**src/nsrc_pkg.sv**
```systemverilog
package nsrc_pkg;

    // ----------------------------------------------------------------
    // widths
    // ----------------------------------------------------------------
    localparam int ADDR_W = 20;
    localparam int DATA_W = 8;
    localparam int TMR_W = 32;

    // ----------------------------------------------------------------
    // apb register map, byte offsets
    // ----------------------------------------------------------------
    localparam logic [7:0] OFF_CTRL = 8'h00;
    localparam logic [7:0] OFF_ADDR = 8'h04;
    localparam logic [7:0] OFF_WDATA = 8'h08;
    localparam logic [7:0] OFF_RDATA = 8'h0c;
    localparam logic [7:0] OFF_STATUS = 8'h10;

    // status field positions
    localparam int ST_BUSY = 0;
    localparam int ST_DEV_BUSY = 1;
    localparam int ST_DIRTY = 2;
    localparam int ST_AUTOSTORE = 3;
    localparam int ST_REJECT = 4;

    // reset values of the mirrored device state
    localparam logic DIRTY_RST = 1'b0;
    localparam logic AUTOSTORE_RST = 1'b1;

    // ----------------------------------------------------------------
    // commands written to ctrl[2:0]
    // ----------------------------------------------------------------
    typedef enum logic [2:0] {
        CMD_NONE = 3'b000,
        CMD_READ = 3'b001,
        CMD_WRITE = 3'b010,
        CMD_HW_STORE = 3'b011,
        CMD_SW_STORE = 3'b100,
        CMD_SW_RECALL = 3'b101,
        CMD_AS_DISABLE = 3'b110,
        CMD_AS_ENABLE = 3'b111
    } nsrc_cmd_t;

    // ----------------------------------------------------------------
    // mode-change read sequence addresses
    // ----------------------------------------------------------------
    localparam logic [ADDR_W-1:0] SEQ_A0 = 20'h04e38;
    localparam logic [ADDR_W-1:0] SEQ_A1 = 20'h0b1c7;
    localparam logic [ADDR_W-1:0] SEQ_A2 = 20'h083e0;
    localparam logic [ADDR_W-1:0] SEQ_A3 = 20'h07c1f;
    localparam logic [ADDR_W-1:0] SEQ_A4 = 20'h0703f;
    localparam logic [ADDR_W-1:0] SEQ_STORE = 20'h08fc0;
    localparam logic [ADDR_W-1:0] SEQ_RECALL = 20'h04c63;
    localparam logic [ADDR_W-1:0] SEQ_AS_OFF = 20'h08b45;
    localparam logic [ADDR_W-1:0] SEQ_AS_ON = 20'h04b46;
    localparam logic [2:0] SEQ_LAST = 3'h5;

    // ----------------------------------------------------------------
    // timing, in ns, and derived cycle counts at 20 mhz
    // ----------------------------------------------------------------
    localparam int CLK_NS = 50;
    localparam int T_STROBE_NS = 100;
    localparam int T_GAP_NS = 50;
    localparam int T_SETTLE_NS = 100;
    localparam int STORE_GRACE_NS = 25000;
    localparam int STORE_DURATION_NS = 10000000;
    localparam int RECALL_DURATION_NS = 200000;
    localparam int HW_RECALL_DURATION_NS = 20000000;

    localparam int STROBE_CYC = (T_STROBE_NS + CLK_NS - 1) / CLK_NS;
    localparam int GAP_CYC = (T_GAP_NS + CLK_NS - 1) / CLK_NS;
    localparam int SETTLE_CYC = (T_SETTLE_NS + CLK_NS - 1) / CLK_NS;

endpackage

```
**src/nsrc_timer.sv**
```systemverilog
`timescale 1ns/1ps
// down counter: after a load of n it reports done n cycles later
module nsrc_timer #(
    parameter int TW = 32,
    parameter logic [TW-1:0] INIT = '0
) (
    input wire logic mclk,
    input wire logic rst,
    input wire logic load,
    input wire logic [TW-1:0] load_val,
    output logic done
);
    logic [TW-1:0] cnt_reg;

    // reload wins over counting; holds at zero
    always_ff @(posedge mclk)
    begin
        if (rst)
            cnt_reg <= INIT;
        else if (load)
            cnt_reg <= load_val;
        else if (cnt_reg != '0)
            cnt_reg <= cnt_reg - TW'(1);
    end

    assign done = (cnt_reg == '0);
endmodule

```
**src/nsrc_host.sv**
```systemverilog
`timescale 1ns/1ps
// Operation
// host pulls store pin low to request store
// device stores on request only if dirty
// device holds store pin low while busy
// device serves accesses during store grace time
// writes after store pin low are blocked
// device latches recall at power-up
// device recalls automatically when supply returns
// six exact reads start software store
// store erases then programs nonvolatile cells
// store disables memory until store duration
// host issues sequence accesses as oe reads
// five reads plus 0x04c63 start recall
// recall clears then copies, access after duration
// each controlling falling edge clean, no doubles
// low supply refuses stores and writes
// write held low at event needs new edge
// power-down returns auto-store to enabled
// boot firmware rewrites auto-store setting each power-up; host only resets its mirror to enabled and sends no sequence
// only lower 16 address bits matched
// software store ignores the dirty condition
// five reads plus 0x08b45 clear auto-store
// five reads plus 0x04b46 set auto-store
// mismatch or write restarts sequence detector
// dirty flag set by write, cleared by store
module nsrc_host
    import nsrc_pkg::*;
#(
    parameter int GRACE_CYC = (STORE_GRACE_NS + CLK_NS - 1) / CLK_NS,
    parameter int STORE_CYC = (STORE_DURATION_NS + CLK_NS - 1) / CLK_NS,
    parameter int RECALL_CYC = (RECALL_DURATION_NS + CLK_NS - 1) / CLK_NS,
    parameter int HW_RECALL_CYC = (HW_RECALL_DURATION_NS + CLK_NS - 1) / CLK_NS
) (
    input wire logic mclk,
    input wire logic rst,
    input wire logic psel,
    input wire logic penable,
    input wire logic pwrite,
    input wire logic [7:0] paddr,
    input wire logic [31:0] pwdata,
    output logic [31:0] prdata,
    output logic pready,
    output logic pslverr,
    output logic [nsrc_pkg::ADDR_W-1:0] mem_addr,
    output logic mem_ce_n,
    output logic mem_oe_n,
    output logic mem_we_n,
    input wire logic [nsrc_pkg::DATA_W-1:0] dq_in,
    output logic [nsrc_pkg::DATA_W-1:0] dq_out,
    output logic dq_oe,
    input wire logic store_request_busy_n_in,
    output logic store_request_busy_n_out,
    output logic store_request_busy_n_oe
);
    import nsrc_pkg::*;

    typedef enum logic [3:0] {
        S_BOOT = 4'b0000,
        S_IDLE = 4'b0001,
        S_SETUP = 4'b0010,
        S_STROBE = 4'b0011,
        S_GAP = 4'b0100,
        S_HSB_PULL = 4'b0101,
        S_HSB_SETTLE = 4'b0110,
        S_HSB_WAIT = 4'b0111,
        S_NV_WAIT = 4'b1000
    } nsrc_state_t;

    nsrc_state_t state_reg, state_next;
    nsrc_cmd_t cmd_reg;
    logic [2:0] step_reg, step_next;
    logic pend_reg, reject_reg, dirty_reg, autostore_reg, busy_seen_reg;
    logic [ADDR_W-1:0] addr_reg, mem_addr_reg;
    logic [DATA_W-1:0] wdata_reg, rdata_reg, dq_out_reg;
    logic [31:0] prdata_reg;
    logic pready_reg, pslverr_reg;
    logic ce_n_reg, oe_n_reg, we_n_reg, dq_oe_reg, hsb_oe_reg, hsb_out_reg;
    logic t_load, t_done, is_seq, is_write, apb_fire, apb_setup;
    logic [TMR_W-1:0] t_val;
    logic [31:0] rd_mux;

    // ----------------------------------------------------------------
    // helpers
    // ----------------------------------------------------------------
    // address of sequence step n for the command in flight
    function automatic logic [ADDR_W-1:0] seq_addr(input logic [2:0] n, input nsrc_cmd_t c);
        logic [ADDR_W-1:0] a;
        a = SEQ_A0;
        unique case (n)
            3'h0: a = SEQ_A0;
            3'h1: a = SEQ_A1;
            3'h2: a = SEQ_A2;
            3'h3: a = SEQ_A3;
            3'h4: a = SEQ_A4;
            default:
            begin
                if (c == CMD_SW_STORE)
                    a = SEQ_STORE;
                else if (c == CMD_SW_RECALL)
                    a = SEQ_RECALL;
                else if (c == CMD_AS_DISABLE)
                    a = SEQ_AS_OFF;
                else
                    a = SEQ_AS_ON;
            end
        endcase
        return a;
    endfunction

    assign is_seq = (cmd_reg == CMD_SW_STORE) || (cmd_reg == CMD_SW_RECALL)
                    || (cmd_reg == CMD_AS_DISABLE) || (cmd_reg == CMD_AS_ENABLE);
    assign is_write = (cmd_reg == CMD_WRITE);
    assign apb_setup = psel && penable && !pready_reg;
    assign apb_fire = psel && penable && pready_reg;

    // long waits run off one shared counter; boot wait preloaded at reset
    nsrc_timer #(
        .TW(TMR_W),
        .INIT(TMR_W'(HW_RECALL_CYC - 1))
    ) u_timer (
        .mclk(mclk),
        .rst(rst),
        .load(t_load),
        .load_val(t_val),
        .done(t_done)
    );

    // ----------------------------------------------------------------
    // apb slave
    // ----------------------------------------------------------------
    always_comb
    begin
        rd_mux = 32'h0000_0000;
        unique case (paddr)
            OFF_CTRL: rd_mux = {29'h0, cmd_reg};
            OFF_ADDR: rd_mux = {12'h000, addr_reg};
            OFF_WDATA: rd_mux = {24'h00_0000, wdata_reg};
            OFF_RDATA: rd_mux = {24'h00_0000, rdata_reg};
            OFF_STATUS:
            begin
                rd_mux[ST_BUSY] = pend_reg || (state_reg != S_IDLE);
                rd_mux[ST_DEV_BUSY] = !store_request_busy_n_in;
                rd_mux[ST_DIRTY] = dirty_reg;
                rd_mux[ST_AUTOSTORE] = autostore_reg;
                rd_mux[ST_REJECT] = reject_reg;
            end
            default: rd_mux = 32'h0000_0000;
        endcase
    end

    // one wait state; unmapped offsets answer with pslverr
    always_ff @(posedge mclk)
    begin
        if (rst)
        begin
            pready_reg <= 1'b0;
            pslverr_reg <= 1'b0;
            prdata_reg <= 32'h0000_0000;
        end
        else
        begin
            pready_reg <= apb_setup;
            if (apb_setup)
            begin
                prdata_reg <= pwrite ? 32'h0000_0000 : rd_mux;
                pslverr_reg <= (paddr != OFF_CTRL) && (paddr != OFF_ADDR)
                               && (paddr != OFF_WDATA) && (paddr != OFF_RDATA)
                               && (paddr != OFF_STATUS);
            end
        end
    end

    // address and write data registers, written in any state
    always_ff @(posedge mclk)
    begin
        if (rst)
        begin
            addr_reg <= '0;
            wdata_reg <= '0;
        end
        else if (apb_fire && pwrite)
        begin
            if (paddr == OFF_ADDR)
                addr_reg <= pwdata[ADDR_W-1:0];
            if (paddr == OFF_WDATA)
                wdata_reg <= pwdata[DATA_W-1:0];
        end
    end

    // command pending; a command while busy is refused and flagged
    always_ff @(posedge mclk)
    begin
        if (rst)
        begin
            cmd_reg <= CMD_NONE;
            pend_reg <= 1'b0;
            reject_reg <= 1'b0;
        end
        else
        begin
            if (apb_fire && pwrite && paddr == OFF_CTRL && pwdata[2:0] != CMD_NONE)
            begin
                if (pend_reg || state_reg != S_IDLE)
                    reject_reg <= 1'b1;
                else
                begin
                    cmd_reg <= nsrc_cmd_t'(pwdata[2:0]);
                    pend_reg <= 1'b1;
                end
            end
            else if (apb_fire && pwrite && paddr == OFF_STATUS && pwdata[ST_REJECT])
                reject_reg <= 1'b0;
            if (state_reg == S_IDLE && state_next != S_IDLE)
                pend_reg <= 1'b0;
        end
    end

    // ----------------------------------------------------------------
    // sequencer
    // ----------------------------------------------------------------
    always_comb
    begin
        state_next = state_reg;
        step_next = step_reg;
        t_load = 1'b0;
        t_val = '0;
        unique case (state_reg)
            S_BOOT:
                if (t_done)
                    state_next = S_IDLE;
            S_IDLE:
                // device busy low holds off every start
                if (pend_reg && store_request_busy_n_in)
                begin
                    step_next = 3'h0;
                    t_load = 1'b1;
                    if (cmd_reg == CMD_HW_STORE)
                    begin
                        state_next = S_HSB_PULL;
                        t_val = TMR_W'(GRACE_CYC - 1);
                    end
                    else
                        state_next = S_SETUP;
                end
            S_SETUP:
            begin
                state_next = S_STROBE;
                t_load = 1'b1;
                t_val = TMR_W'(STROBE_CYC - 1);
            end
            S_STROBE:
                if (t_done)
                begin
                    state_next = S_GAP;
                    t_load = 1'b1;
                    t_val = TMR_W'(GAP_CYC - 1);
                end
            S_GAP:
                if (t_done)
                begin
                    if (is_seq && step_reg != SEQ_LAST)
                    begin
                        state_next = S_SETUP;
                        step_next = step_reg + 3'h1;
                    end
                    else if (cmd_reg == CMD_SW_STORE || cmd_reg == CMD_SW_RECALL)
                    begin
                        state_next = S_NV_WAIT;
                        t_load = 1'b1;
                        t_val = (cmd_reg == CMD_SW_STORE) ? TMR_W'(STORE_CYC - 1)
                                                          : TMR_W'(RECALL_CYC - 1);
                    end
                    else
                        state_next = S_IDLE;
                end
            S_HSB_PULL:
                if (t_done)
                begin
                    state_next = S_HSB_SETTLE;
                    t_load = 1'b1;
                    t_val = TMR_W'(SETTLE_CYC - 1);
                end
            S_HSB_SETTLE:
                if (t_done)
                    state_next = S_HSB_WAIT;
            S_HSB_WAIT:
                if (store_request_busy_n_in)
                    state_next = S_IDLE;
            S_NV_WAIT:
                if (t_done)
                    state_next = S_IDLE;
            default:
                state_next = S_IDLE;
        endcase
    end

    always_ff @(posedge mclk)
    begin
        if (rst)
        begin
            state_reg <= S_BOOT;
            step_reg <= 3'h0;
        end
        else
        begin
            state_reg <= state_next;
            step_reg <= step_next;
        end
    end

    // ----------------------------------------------------------------
    // memory pins
    // ----------------------------------------------------------------
    // strobes idle high between cycles so every access gets a fresh edge
    always_ff @(posedge mclk)
    begin
        if (rst)
        begin
            mem_addr_reg <= '0;
            ce_n_reg <= 1'b1;
            oe_n_reg <= 1'b1;
            we_n_reg <= 1'b1;
            dq_oe_reg <= 1'b0;
            dq_out_reg <= '0;
            hsb_oe_reg <= 1'b0;
            hsb_out_reg <= 1'b0;
        end
        else
        begin
            ce_n_reg <= !(state_next == S_STROBE);
            oe_n_reg <= !(state_next == S_STROBE && !is_write);
            we_n_reg <= !(state_next == S_STROBE && is_write);
            dq_oe_reg <= (state_next == S_STROBE && is_write);
            hsb_oe_reg <= (state_next == S_HSB_PULL);
            if (state_next == S_SETUP)
                mem_addr_reg <= is_seq ? seq_addr(step_next, cmd_reg) : addr_reg;
            dq_out_reg <= wdata_reg;
        end
    end

    // read data taken on the last strobe cycle
    always_ff @(posedge mclk)
    begin
        if (rst)
            rdata_reg <= '0;
        else if (state_reg == S_STROBE && t_done && cmd_reg == CMD_READ)
            rdata_reg <= dq_in;
    end

    // ----------------------------------------------------------------
    // mirrored device state
    // ----------------------------------------------------------------
    // the device may drop a hardware store; for it only a seen busy clears dirty
    always_ff @(posedge mclk)
    begin
        if (rst)
        begin
            dirty_reg <= DIRTY_RST;
            autostore_reg <= AUTOSTORE_RST;
            busy_seen_reg <= 1'b0;
        end
        else
        begin
            if (state_reg == S_IDLE)
                busy_seen_reg <= 1'b0;
            else if (state_reg == S_HSB_SETTLE || state_reg == S_HSB_WAIT)
                busy_seen_reg <= busy_seen_reg || !store_request_busy_n_in;
            if (state_reg == S_STROBE && is_write)
                dirty_reg <= 1'b1;
            else if (state_reg == S_NV_WAIT && t_done)
                dirty_reg <= 1'b0;
            else if (state_reg == S_HSB_WAIT && store_request_busy_n_in && busy_seen_reg)
                dirty_reg <= 1'b0;
            if (state_reg == S_GAP && t_done && step_reg == SEQ_LAST)
            begin
                if (cmd_reg == CMD_AS_DISABLE)
                    autostore_reg <= 1'b0;
                else if (cmd_reg == CMD_AS_ENABLE)
                    autostore_reg <= 1'b1;
            end
        end
    end

    assign prdata = prdata_reg;
    assign pready = pready_reg;
    assign pslverr = pslverr_reg;
    assign mem_addr = mem_addr_reg;
    assign mem_ce_n = ce_n_reg;
    assign mem_oe_n = oe_n_reg;
    assign mem_we_n = we_n_reg;
    assign dq_out = dq_out_reg;
    assign dq_oe = dq_oe_reg;
    assign store_request_busy_n_out = hsb_out_reg;
    assign store_request_busy_n_oe = hsb_oe_reg;

    // ----------------------------------------------------------------
    // checks
    // ----------------------------------------------------------------
    property p_seq_is_read;
        @(posedge mclk) disable iff (rst) (!mem_ce_n && is_seq) |-> (mem_we_n && !mem_oe_n);
    endproperty
    a_seq_is_read: assert property (p_seq_is_read) else $error("sequence access not a read");

    property p_seq_addr;
        @(posedge mclk) disable iff (rst)
            (!mem_ce_n && is_seq) |-> (mem_addr[15:0] == 16'(seq_addr(step_reg, cmd_reg)));
    endproperty
    a_seq_addr: assert property (p_seq_addr) else $error("sequence address wrong");

    property p_store_final;
        @(posedge mclk) disable iff (rst)
            (!mem_ce_n && cmd_reg == CMD_SW_STORE && step_reg == SEQ_LAST)
            |-> (mem_addr == SEQ_STORE);
    endproperty
    a_store_final: assert property (p_store_final) else $error("store final address wrong");

    property p_clean_edge;
        @(posedge mclk) disable iff (rst) $fell(mem_ce_n) |=> !mem_ce_n;
    endproperty
    a_clean_edge: assert property (p_clean_edge) else $error("chip select glitch");

    property p_hsb_hold;
        @(posedge mclk) disable iff (rst) $rose(store_request_busy_n_oe) |-> store_request_busy_n_oe[*8];
    endproperty
    a_hsb_hold: assert property (p_hsb_hold) else $error("store request too short");

    property p_no_write_in_store;
        @(posedge mclk) disable iff (rst) store_request_busy_n_oe |-> (mem_we_n && mem_ce_n);
    endproperty
    a_no_write_in_store: assert property (p_no_write_in_store) else $error("access during request");

    property p_nv_quiet;
        @(posedge mclk) disable iff (rst) (state_reg == S_NV_WAIT) |-> (mem_ce_n && mem_we_n && !dq_oe);
    endproperty
    a_nv_quiet: assert property (p_nv_quiet) else $error("access during store or recall");

    property p_boot_quiet;
        @(posedge mclk) disable iff (rst) (state_reg == S_BOOT) |-> (mem_ce_n && mem_we_n);
    endproperty
    a_boot_quiet: assert property (p_boot_quiet) else $error("access during power-up recall");

    property p_as_off;
        @(posedge mclk) disable iff (rst)
            (state_reg == S_GAP && t_done && step_reg == SEQ_LAST && cmd_reg == CMD_AS_DISABLE)
            |=> !autostore_reg;
    endproperty
    a_as_off: assert property (p_as_off) else $error("auto-store mirror not cleared");

    property p_apb_answer;
        @(posedge mclk) disable iff (rst) (psel && penable && !pready) |=> pready;
    endproperty
    a_apb_answer: assert property (p_apb_answer) else $error("apb answer late");
endmodule

```
**config.mk**
```make
export PLATFORM = sky130hd
export DESIGN_NAME = nsrc_host
export DESIGN_NICKNAME = d
export VERILOG_FILES = /design/src/nsrc_pkg.sv /design/src/nsrc_timer.sv /design/src/nsrc_host.sv
export SDC_FILE = /design/constraint.sdc
export NUM_CORES = 1
export LEC_CHECK = 0
export ABC_AREA = 1
export BUFFER_PORTS_ARGS = -buffer_cell sky130_fd_sc_hd__buf_2
export CAP_MARGIN = 20
export CORE_MARGIN = 3
export CORE_UTILIZATION = 40
export DETAILED_ROUTE_END_ITERATION = 16
export PLACE_DENSITY = 0.68
export SLEW_MARGIN = 5
export SYNTH_ARGS = -nofsm -noshare
export SYNTH_HDL_FRONTEND = slang
export SYNTH_SLANG_ARGS = --single-unit
```
**constraint.sdc**
```tcl
create_clock -name mclk -period 2.7 [get_ports mclk]
set_input_delay 0.135 -clock mclk [delete_from_list [all_inputs] [get_ports mclk]]
set_output_delay 0.135 -clock mclk [all_outputs]
set_load 0.01 [all_outputs]
```
==> qor.yml <==
critical_path:
  startpoint_type: "flop"
  ff2ff_path_depth: 14
  worstPathBufferInverterCount: 4
  worstPathArrival_ps: 2800
  cp_common_cell: "nand2_2"
  crit_path_end_kind: "flop"
  slowest_delay_ps: 310
  reg2reg_to: "mem_addr[5]$_SDFFE_PP0N_"
  ff2ff_setup_slack_ps: 250
  r2r_start: "u_timer.cnt_reg[0]$_SDFFE_PP1P_"
  cp_slowest_cell: "dfxtp_1"
  worst-setup-path-type: "flop to flop"
  path_cells: "inv_1 -> ha_1 -> nand2_2 -> nor2_8 -> nand2_2 -> nor3_2 -> buf_4 -> nand4_1 -> nand3_2 -> inv_2 -> nand2_2 -> buf_4 -> a21oi_1 -> a21oi_1"
  crit_family: "simple AND/OR/NAND/NOR gates"
  cp_num_cells: 14
  crit_fanout: 12
  worst_ep_required_time_ps: 3050
logic_synthesis:
  synth_top_family_by_area: "simple AND/OR/NAND/NOR gates"
  netlist_area_mm2: 0.00664
  synth_simple_gate_area_share_pct: 30.0
  synth.most_common_cell: "nor2_1"
  synth_top_area_cell: "dfxtp_1"
  synthMuxAreaShare_pct: 0
  synth_edf_count: 0
  synthFlopType: "dfxtp_1"
  synth-compound-area-share_pct: 15.7
  ys_async_sr_fraction_pct: 0
  synthCells: 906
  synth_cell_types: 46
  yosysWarnings: 0
  syn_avg_cell_area_um2: 7.33
  yosys.area.top_type_share_pct: 41.6
  synth_xor_xnor_area_share_pct: 2.90
  synth-seq-cells: 138
  synthTopCellsByArea: "dfxtp_1, nor2_1, nand2_1, inv_1, a21oi_1"
  synth_seq_area_share_pct: 41.6
  synthTopCellsByCount: "nor2_1, dfxtp_1, nand2_1"
  synthAdderAreaFrac_pct: 0.565
global_route:
  grt_max_degree: 54
  grt_pass1_wl_mm: 28.6
  overflow: 0
  grt_pass1_vias: 5795
  antenna_found_initial: 0
  grtUsageTotal_pct: 19.4
cts:
  clock-sinks: 138
  clk_pin_slew_worst_paths_ps: 60
  post_cts_buffers: 0
  cts_tree: "yes"
  cts_max_path_buffers: 2
  clockRootBuffer: "clkbuf_16"
  insertion_delay_ps: 430
  cts_buffers: 17
  ctsHtreeMaxLevel: 4
timing:
  setup_tns_ps: 0
  worst_slew_pin_slew_ps: 621
  fin_ws_ps: 254
  finalCritPeriodShare_pct: 90.6
  skew_ps: 9.46
  hold_viol_final: 0
  period_needed_ps: 2450
  fmax_ghz: 0.409
  slew_viol_final: 0
  rsz0062_at_grt: "no"
  max_slew_margin_pct: 58.6
  setup_violations: 0
detailed_routing:
  drt_iter0_drc: 457
  wl_per_cell_um: 14.0
  via_count: 6273
  final_antenna_net_count: 0
  wirelength_mm: 17.6
  drcViolationCount: 0
  dr.pass1.iters: 5
  viasPerCell: 4.98
pwr:
  powerDensity_mw_per_mm2: 572
  ir_drop_uv: 499
  power_leakage_nw: 3.67
  power_mw: 4.68
placed_design:
  dp_slack_ps: 239
  dp.cells: 1201
  gp_congestion: 0.855
  place_area_mm2: 0.00730
  place.detailed.hpwl_mm: 12.5
  io_buffers: 96
floorplanning:
  io_pins: 122
  die_area_mm2: 0.0182
  die_x_um: 135
  die_y_um: 135
  core_area_mm2: 0.0161
  start_util_pct: 41.4
  rows: 46
cells_and_area:
  syn_to_final_growth_pct: 23.2
  n_antenna_cell: 0
  nFillCells: 1575
  drive_gt1_share_pct: 19.7
  final_design_area_no_fill_mm2: 0.00818
  final-instance-count-excl-fill: 1260
  nets: 1088
  largest_reg_flops: 32
hold_path:
  hold_class: "input pin to flop"
  hold_end: "cmd_reg[1]$_SDFFE_PP0P_"
  holdPathStages: 3
  holdCritStartpoint: "pwdata[1]"
outcome:
  outcome: "completed"
run:
  max-cap-violations: 0
==> per-stage QoR <==
stage	utilization (%)	hold slack (ps)
2_1_floorplan	-	270
3_3_place_gp	45.4	357
6_report	51.0	12.5
4_1_cts	50.9	2.02
3_5_place_dp	45.4	361
5_1_grt	51.0	20.1
==> worst max path at each step <==
stage	from	to	slack [ps]
floorplan	u_timer.cnt_reg[0]$_SDFFE_PP1P_	mem_addr[1]$_SDFFE_PP0N_	710
global placement	step_reg[1]$_SDFF_PP0_	u_timer.cnt_reg[25]$_SDFFE_PP0P_	290
detailed placement	step_reg[1]$_SDFF_PP0_	u_timer.cnt_reg[25]$_SDFFE_PP0P_	240
CTS	step_reg[1]$_SDFF_PP0_	u_timer.cnt_reg[25]$_SDFFE_PP0P_	220
global route	step_reg[1]$_SDFF_PP0_	u_timer.cnt_reg[25]$_SDFFE_PP0P_	40
finish	u_timer.cnt_reg[0]$_SDFFE_PP1P_	mem_addr[5]$_SDFFE_PP0N_	250
==> per-layer routing <==
| layer | vias to the layer above | track usage [%] | part of all wire, % |
|---|---|---|---|
| li1 | 3225 | - | - |
| met1 | 2867 | 27.6 | 48 |
| met2 | 161 | 28.6 | 44 |
| met3 | 20 | 5.85 | 6.8 |
| met4 | 0 | 5.32 | 1.3 |
| met5 | - | 0 | 0 |
==> area by class of cell <==
type                            instances  area [µm²]  area share, %
Multi-Input combinational cell        642        3320           40.6
Clock buffer                           18         439           5.37
Tap cell                              216         270           3.30
Timing Repair Buffer                  137         856           10.5
Inverter                               95         360           4.40
Sequential cell                       138        2760           33.8
Clock inverter                         14         173           2.11
==> cells by family (layout without fill, tap and decap cells) <==
family                     Yosys count  count (layout)
AOI/OAI and AO/OA                  183             183
xor gates and xnor gates            22              22
adders and majority gates            3               3
buffers and inverters              138             264
DFF                                138             138
other                                1              13
and+or+nand+nor                    421             421
==> placed cells by master, fill, tap and decap left out, drive strengths merged, types with 2 or more instances in the layout <==
master	instances
nor2	162
nand2	155
dfxtp	138
buf	110
inv	100
o21ai	80
a21oi	62
nand3	55
dlygate4sd3	27
nor3	22
clkbuf	18
xor2	16
nand4	13
conb	13
a22oi	12
a211oi	10
nor4	8
xnor2	6
o221ai	5
o211ai	5
clkinv	5
o2111ai	3
or2	3
ha	3
and2	2
o22ai	2
bufinv	2
clkinvlp	2
==> report_power, final <==
group | switching, mW | internal (mW) | total, mW
Sequential | 0.00595 | 2.04 | 2.05
Clock | 1.01 | 1.42 | 2.44
Combinational | 0.121 | 0.0762 | 0.197
Total | 1.14 | 3.54 | 4.68
==> timing repair <==
action | in CTS | in global routing
setup endpoints to repair | 0 | 1
hold buffers | 27 | 0
gates resized for setup | 0 | 1
hold endpoints to repair | 29 | 0
==> worst min-delay path: cells and delay by family <==
kind	cells	cell delay (ps)
AOI/OAI and AO/OA	1	50
buffers and inverters	1	110
and+or+nand+nor	1	100
No activity file was read; power rests on OpenSTA's default activity.
